--- config.mk ---
export PLATFORM = sky130hd
export DESIGN_NAME = cantxm_flags
export DESIGN_NICKNAME = d
export VERILOG_FILES = /design/src/rtl/cantxm_flags.v
export VERILOG_INCLUDE_DIRS = /design/src /design/src/rtl
export SDC_FILE = /design/constraint.sdc
export NUM_CORES = 1
export LEC_CHECK = 0
export BUFFER_PORTS_ARGS = -buffer_cell sky130_fd_sc_hd__buf_4
export CORE_UTILIZATION = 36
export CTS_CLUSTER_SIZE = 30
export DETAILED_ROUTE_END_ITERATION = 12
export GPL_ROUTABILITY_DRIVEN = 0
export PLACE_DENSITY = 0.84
export SETUP_SLACK_MARGIN = 0.5
export SYNTH_ARGS = -nofsm -noshare
export SYNTH_HDL_FRONTEND = slang
export SYNTH_SLANG_ARGS = --single-unit
--- constraint.sdc ---
create_clock -name pclk -period 2.4 [get_ports pclk]
set_clock_uncertainty 0.15 [all_clocks]
set_input_delay 0 -clock pclk [delete_from_list [all_inputs] [get_ports pclk]]
set_output_delay 0 -clock pclk [all_outputs]
set_load 0.02 [all_outputs]
--- src/rtl/cantxm_regs.vh ---
// Purpose: register map and field positions of the mailbox status flags
// Assumes: APB with 32-bit data, word-aligned registers
// Notes: definitions only
`ifndef CANTXM_REGS_VH
`define CANTXM_REGS_VH
// ==========================================================
// offsets
`define CANTXM_STS_OFF 12'h008
`define CANTXM_CTL_OFF 12'h000
// ==========================================================
// status register fields
`define CANTXM_ALF_BIT 18
`define CANTXM_TSF_BIT 17
`define CANTXM_TCF_BIT 16
`define CANTXM_CT1_BIT 15
`define CANTXM_ERR_BIT 19
// ==========================================================
// control register fields
`define CANTXM_REQ2_BIT 0
`define CANTXM_REQ1_BIT 1
// ==========================================================
// reset values
`define CANTXM_STS_RST 32'h0000_0000
`endif

--- src/rtl/cantxm_flags.v ---
// Purpose: transmit mailbox status and control flags behind an APB slave
// Assumes: pclk 125 MHz, presetn asynchronous active low, transmit engine outside
// Notes: zero-wait APB slave; unmapped addresses read zero with pslverr high
`timescale 1ns/1ps
`default_nettype none
`include "cantxm_regs.vh"
module cantxm_flags
(
  input wire pclk,
  input wire presetn,
  input wire psel,
  input wire penable,
  input wire pwrite,
  input wire [11:0] paddr,
  input wire [31:0] pwdata,
  output reg [31:0] prdata,
  output reg pready,
  output reg pslverr,
  // engine side for mailbox 2
  input wire mbox2_done,
  input wire mbox2_ok,
  input wire mbox2_arb_lost,
  input wire mbox2_error,
  input wire mbox2_tx_start,
  // engine side for mailbox 1, then the request outputs for both mailboxes
  input wire mbox1_idle,
  output reg mbox2_tx_request,
  output reg mbox1_tx_request,
  output reg mbox1_cancel_request
);

  // ==========================================================
  // state
  reg mbox2_tx_success_flag;
  reg mbox2_tx_complete_flag;
  reg mbox2_arbitration_lost_flag;
  reg mbox2_tx_error_flag;

  // ==========================================================
  // decode
  wire wr_acc = psel & penable & pwrite;
  wire rd_acc = psel & penable & ~pwrite;
  wire hit_sts = (paddr == `CANTXM_STS_OFF);
  wire hit_ctl = (paddr == `CANTXM_CTL_OFF);
  wire wr_sts = wr_acc & hit_sts;
  wire wr_ctl = wr_acc & hit_ctl;
  // new mailbox 2 request accepted from software
  wire req2_new = wr_ctl & pwdata[`CANTXM_REQ2_BIT];
  // completion clear by software or by a new request
  wire tcf_clr = (wr_sts & pwdata[`CANTXM_TCF_BIT]) | req2_new;
  wire tsf_clr = (wr_sts & pwdata[`CANTXM_TSF_BIT]) | tcf_clr;
  wire alf_clr = (wr_sts & pwdata[`CANTXM_ALF_BIT]) | tcf_clr | mbox2_tx_start;
  wire err_clr = (wr_sts & pwdata[`CANTXM_ERR_BIT]) | tcf_clr;

  // ==========================================================
  // status image, reserved bits read zero
  function [31:0] sts_image;
    input a, s, c, e, k;
    begin
      sts_image = `CANTXM_STS_RST;
      sts_image[`CANTXM_ERR_BIT] = e;
      sts_image[`CANTXM_ALF_BIT] = a;
      sts_image[`CANTXM_TSF_BIT] = s;
      sts_image[`CANTXM_TCF_BIT] = c;
      sts_image[`CANTXM_CT1_BIT] = k;
    end
  endfunction

  // ==========================================================
  // mailbox 2 flags; a set in the clearing cycle wins
  always @(posedge pclk or negedge presetn)
  begin
    if (!presetn)
    begin
      mbox2_tx_success_flag <= 1'b0;
      mbox2_tx_complete_flag <= 1'b0;
      mbox2_arbitration_lost_flag <= 1'b0;
      mbox2_tx_error_flag <= 1'b0;
    end
    else
    begin
      if (mbox2_done)
      begin
        mbox2_tx_complete_flag <= 1'b1;
        mbox2_tx_success_flag <= mbox2_ok;
      end
      else
      begin
        if (tcf_clr)
          mbox2_tx_complete_flag <= 1'b0;
        if (tsf_clr)
          mbox2_tx_success_flag <= 1'b0;
      end
      if (mbox2_arb_lost)
        mbox2_arbitration_lost_flag <= 1'b1;
      else if (alf_clr)
        mbox2_arbitration_lost_flag <= 1'b0;
      if (mbox2_error)
        mbox2_tx_error_flag <= 1'b1;
      else if (err_clr)
        mbox2_tx_error_flag <= 1'b0;
    end
  end

  // ==========================================================
  // requests; cancel is write-one-to-set, held until mailbox 1 idles
  always @(posedge pclk or negedge presetn)
  begin
    if (!presetn)
    begin
      mbox1_cancel_request <= 1'b0;
      mbox1_tx_request <= 1'b0;
      mbox2_tx_request <= 1'b0;
    end
    else
    begin
      if (wr_sts & pwdata[`CANTXM_CT1_BIT])
        mbox1_cancel_request <= 1'b1;
      else if (mbox1_idle)
        mbox1_cancel_request <= 1'b0;
      // request pulses for one cycle; engine latches it
      mbox2_tx_request <= req2_new;
      mbox1_tx_request <= wr_ctl & pwdata[`CANTXM_REQ1_BIT];
    end
  end

  // ==========================================================
  // apb answer, zero wait; registered so outputs come from flops
  always @(posedge pclk or negedge presetn)
  begin
    if (!presetn)
    begin
      prdata <= 32'h0000_0000;
      pready <= 1'b0;
      pslverr <= 1'b0;
    end
    else
    begin
      // pready rises in the cycle after setup, ending access in 2nd cycle
      pready <= psel & ~penable;
      pslverr <= psel & ~penable & ~(hit_sts | hit_ctl);
      if (psel & ~penable & ~pwrite & hit_sts)
        prdata <= sts_image(mbox2_arbitration_lost_flag, mbox2_tx_success_flag,
          mbox2_tx_complete_flag, mbox2_tx_error_flag, mbox1_cancel_request);
      else
        prdata <= 32'h0000_0000;
    end
  end

endmodule // cantxm_flags
`default_nettype wire

* After elaboration in Yosys (flattened, before gate mapping)
Index checks and enable logic that the tools add are counted.
** Operators by class
- $add $sub $neg :: 0
- Multipliers :: 0
- Divide/modulo/power cells :: 0
- $lt $le $gt $ge :: 0
- Eq/ne operators :: 1
- Shift operators :: 0
- Multiplexer cells :: 11
- Bitwise operators :: 24
- Reduce and logical (&&, ||, !) cells :: 6
** Operators with widths (number)
- $mux W20 :: 1
- $and A1 B1 Y1 :: 15
- $eq A12 B4 Y1 const B :: 1
- $logic_not A12 Y1 :: 1
- $mux W1 :: 10
- $reduce_bool A2 Y1 :: 5
- $or A1 B1 Y1 :: 6
- $not A1 Y1 :: 3
** Storage, ports and cells
- Flip-flop bits (word level) :: 41
- Latch bits :: 0
- RAM bits :: 0
- Memory bits (read-only) :: 0
- Bits of input ports :: 55
- Output and inout port bits :: 37
- Logic and storage cells :: 52
- Memories :: 0

* Depth between registers and ports, before layout
- Depth after elaboration :: 9
- Depth in mapped cells :: 4
- Mapped depth without buffers :: 3

* Worst setup path after synthesis
No wires, ideal clock.
- Kind :: in2reg
- Start point :: input port paddr[9]
- End point :: register mbox1_tx_request
- Library setup time :: 0.080 ns
- Data arrival time :: 1.275 ns
- Data required time :: 2.170 ns
- Slack :: 0.894 ns
- Stages on the path :: 3
- Path buffers :: 0
- Cell sequence :: or4_4 or4_4 nor3b_2
** Between the ends
- Longest elaborated chain between the ends :: 3
** Ends and longest elaborated chain
- from (decl) :: line cantxm_flags.v:14 : input wire [11:0] paddr,
- $logic_not A12 Y1 (no source line)
- $and A1 B1 Y1 :: line cantxm_flags.v:46 : wire wr_ctl = wr_acc & hit_ctl;
- $and A1 B1 Y1 :: line cantxm_flags.v:123 : mbox1_tx_request <= wr_ctl & pwdata[`CANTXM_REQ1_BIT];
- to (signal assigned) :: line cantxm_flags.v:123
- to (decl) :: line cantxm_flags.v:28 : output reg mbox1_tx_request,
Every way passes these cells.
A chain may end at the register's enable or synchronous reset.

* Worst setup path in the final report
- Start point :: input port paddr[10]
- End point :: register mbox2_arbitration_lost_flag
** Between the ends
- Longest elaborated chain between the ends :: 7
- Elaborated cells on any way between the ends :: 11
- Classes of those cells :: 1 x eq/ne; 8 x bitwise; 2 x reduce/logical
** Ends and longest elaborated chain
- $eq A12 B4 Y1 (no source line) or $logic_not A12 Y1 (tied branches)
- $and A1 B1 Y1, on equally long branches :: line cantxm_flags.v:45, cantxm_flags.v:46
- $and A1 B1 Y1, on equally long branches :: line cantxm_flags.v:50, cantxm_flags.v:48
- $or A1 B1 Y1 :: line cantxm_flags.v:50 : wire tcf_clr = (wr_sts & pwdata[`CANTXM_TCF_BIT]) | req2_new;
- $or A1 B1 Y1 (*) (2 in series) :: line cantxm_flags.v:52 : wire alf_clr = (wr_sts & pwdata[`CANTXM_ALF_BIT]) | tcf_clr | mbox2_tx_start;
- $reduce_bool A2 Y1 (no source line) (*)
- to (signal assigned) :: line cantxm_flags.v:77 : mbox2_arbitration_lost_flag <= 1'b0;
- to (signal assigned) :: line cantxm_flags.v:95 : mbox2_arbitration_lost_flag <= 1'b1;
- to (signal assigned) :: line cantxm_flags.v:97 : mbox2_arbitration_lost_flag <= 1'b0;
- to (decl) :: line cantxm_flags.v:36 : reg mbox2_arbitration_lost_flag;
Every way passes the cells marked *; elsewhere a longest branch is shown, timed or not.

==> impl_summary.log <==
[metrics] post-synthesis sequential element count: 14
[metrics] Post-Syn Instances: 82
[metrics] worst supply voltage drop on vdd: 0.1917 mV
[metrics] hold buffer count at cts: 21
[metrics] mean instance size in the synthesized netlist: 10.06 µm²
[metrics] net switching component of the power: 0.1424 mW
[metrics] number of slew-limit violations in the final report: 0
[metrics] number of antenna violations at the first check in global routing: 0
[metrics] DR DRC count: 0
[metrics] post-DR wirelength/cell: 11.32 µm
[metrics] total of max-cap violations: 0
[metrics] cell accounting for the most synthesized area: dfrtp_1
[metrics] number of nets with antenna violations after detailed routing: 0
[metrics] global-route wire length before repair: 3.008 mm
[metrics] number of diodes: 0
[metrics] capturing instance or port of the critical path: mbox2_arbitration_lost_flag
[metrics] transition time at the pin with the least slew margin: 689.3 ps
[metrics] clock network fraction of total power: 25.3%
[metrics] Iter 0 DRT Violations: 3
[metrics] detail-routed via count per cell: 4.200
[metrics] RSZ-0062 raised after global routing: yes
[metrics] floorplan die area: 2486 µm²
[metrics] setup violators final: 0
[metrics] area share of the leading cell type in the synthesized netlist: 42.49%
[metrics] post-layout min period: 1937 ps
[metrics] critical path endpoint category: register
[metrics] total of cells resized after clock tree synthesis: 0
[metrics] maximum number of pins on one net before global-route repair: 15
[metrics] Global Route Usage Sum: 16.76%
[metrics] CTS buffer count: 3
[metrics] Mapped Area: 824.5 µm²
[metrics] Initial Util: 39.99%
[metrics] startpoint type of the worst setup path: primary input
[metrics] total number of clock tree sinks: 14
[metrics] root cell of the clock tree: clkbuf_4
[metrics] DP Area: 1042 µm²
[metrics] Reg clk slew, reported paths: 70 ps
[metrics] number of cells on the worst reg-to-reg path: 3
[metrics] proportion of power drawn by combinational gates: 26.8%
[metrics] maximum net fanout on the critical path: 5
[metrics] Critical R2R Capture: mbox2_arbitration_lost_flag
[metrics] vias in the first global route: 709
[metrics] total grt overflow: 0
[metrics] Design Area, Final: 1275 µm²
[metrics] PD cells: 396.1 nW/µm²
[metrics] violations in the final reports: hold timing
[metrics] DIE HEIGHT: 49.86 µm
[metrics] Final Routed Wirelength: 1.925 mm
[metrics] Core Box Area: 2062 µm²
[metrics] Crit Path Class: in -> reg
[metrics] iteration count of the initial detailed-routing pass: 3
[metrics] switching part of the total: 28.19%
[metrics] Total Power: 0.5050 mW
[metrics] worst min-delay path category: in -> reg
[metrics] Setup TNS Final: 0 ps
[metrics] Via Count: 714
[metrics] area growth from synthesis to final layout: 54.63%
[metrics] Clock Latency Late Sink: 280 ps
[metrics] run status: finished with violations
[metrics] Worst R2R Start: mbox2_arbitration_lost_flag
[metrics] worst relative slew slack: 53.62%
[metrics] Power Internal: 0.3626 mW
[metrics] required time reported for the critical path endpoint: 2380 ps
[metrics] final hold vios: 4
[metrics] maximum clock rate: 516.3 MHz
[metrics] worst setup slack for register-to-register paths: 990 ps
[metrics] Yosys warning count: 0
[metrics] register share of total power: 47.9%
[metrics] Detail Placement HPWL: 1.289 mm
[metrics] post-synth cell types: 21
[metrics] post-route worst hold slack: -56.73 ps
[metrics] number of H-tree levels: 1
[metrics] Arrival @ worst endpoint: 1910 ps
[metrics] Leakage: 0.6370 nW
[metrics] crit path launch: paddr[10]
[metrics] cell row count: 16
[metrics] Port Buffers: 39
[metrics] Tcrit/Tclk final: 80.70%
[metrics] most area-consuming cells after synthesis: dfrtp_1 42%, buf_4 25%, or4_4 4.1%
[metrics] post-layout net count: 200
[metrics] part of the Yosys area used for sequential elements: 42.49%
[metrics] layout cell share with drive strength beyond 1: 34.27%
[metrics] Clock Tree Buf Depth: 2
[metrics] clock tree from TritonCTS: done
[metrics] number of top-level pins: 92
[metrics] die boundary width: 49.86 µm
[power by group through the flow]
stage          registers, mW  clock network (mW)  logic (mW)
2_1_floorplan          0.249                   0      0.0877
3_3_place_gp           0.246                   0       0.104
3_5_place_dp           0.247                   0       0.106
4_1_cts                0.242               0.128       0.133
5_1_grt                0.243               0.140       0.146
6_report               0.242               0.128       0.135
[cell type report]
cell class / instances / area, µm²
Fill cell: 154 / 787.0
Tap cell: 27 / 33.78
Sequential cell: 14 / 350.3
Multi-Input combinational cell: 64 / 357.8
Clock buffer: 3 / 22.52
Inverter: 2 / 7.507
Timing Repair Buffer: 60 / 503.0
[metrics by stage]
stage | cells | utilization [%] | setup slack, ps
floorplan | 108 | - | 894.3
global placement | 146 | 50.55 | 726.0
detailed placement | 146 | 50.55 | 680.0
CTS | 170 | 61.83 | 529.8
global route | 170 | 61.83 | 454.0
finish | 170 | 61.83 | 463.3
[repair_timing]
action,4_1_cts,5_1_grt
endpoints found under the hold margin,23,1
setup endpoints to repair,0,7
setup buffers,0,0
[synth_stat cells]
cell type  instances
and2_1             5
clkbuf_1           1
mux2i_1            2
a21oi_1            5
nor2b_1            1
inv_1              2
nor2_1             4
nor3_1             3
nor3b_1            3
or3_2              1
conb_1             1
buf_4             27
nand2_1            1
nor3b_2            2
or4_4              3
dfrtp_1           14
o22ai_1            1
nand3_1            1
nor4_1             3
o31a_2             1
nand4bb_1          1
[per-layer routing]
| metal | share of wire [%] | GRT usage (%) | vias to the layer above |
|---|---|---|---|
| li1 | - | - | 347 |
| met1 | 36 | 16.38 | 313 |
| met2 | 54 | 32.66 | 50 |
| met3 | 8.4 | 4.012 | 4 |
| met4 | 1.4 | 7.143 | 0 |
| met5 | 0 | 0 | - |
[critical path: stages]
cell and delay (ps):
dlygate4sd3_1 530, buf_4 130, or4_4 450, nor4_1 650, a21oi_1 150
[cells by family (layout without fill, tap and decap cells)]
kind of cell	after synthesis	count (layout)	synth area share (%)
and+or+nand+nor	28	28	23.67
DFF	14	14	42.49
muxes	2	2	2.428
buffers and inverters	30	65	25.95
AOI/OAI and AO/OA	7	7	5.008
other	1	27	0.4548
[state kept, by name, indices dropped and copies added (netlist names)]
signal                       flops
pready                           1
prdata                           5
mbox1_tx_request                 1
mbox1_cancel_request             1
mbox2_tx_complete_flag           1
mbox2_tx_request                 1
mbox2_arbitration_lost_flag      1
pslverr                          1
mbox2_tx_error_flag              1
mbox2_tx_success_flag            1
[worst min-delay path by stage]
stage	cells past startpoint	slack, ps	end	from
2_1_floorplan	0	-450	mbox1_cancel_request	presetn
3_3_place_gp	1	-300	mbox1_tx_request	presetn
3_5_place_dp	1	-300	mbox1_tx_request	presetn
4_1_cts	3	-50	pslverr	paddr[7]
5_1_grt	3	-40	pslverr	paddr[7]
6_report	3	-60	pslverr	paddr[11]
[cell usage in the layout (no fill, tap or decap)]
master / count
a21oi_1: 5
and2_1: 5
buf_4: 39
clkbuf_4: 3
conb_1: 27
dfrtp_1: 14
dlygate4sd3_1: 21
inv_1: 2
mux2i_1: 2
nand2_1: 1
nand3_1: 1
nand4bb_1: 1
nor2_1: 4
nor2b_1: 1
nor3_1: 3
nor3b_1: 3
nor3b_2: 2
nor4_1: 3
o22ai_1: 1
o31a_2: 1
or3_2: 1
or4_4: 3
Power figures use the tool's default switching activity.
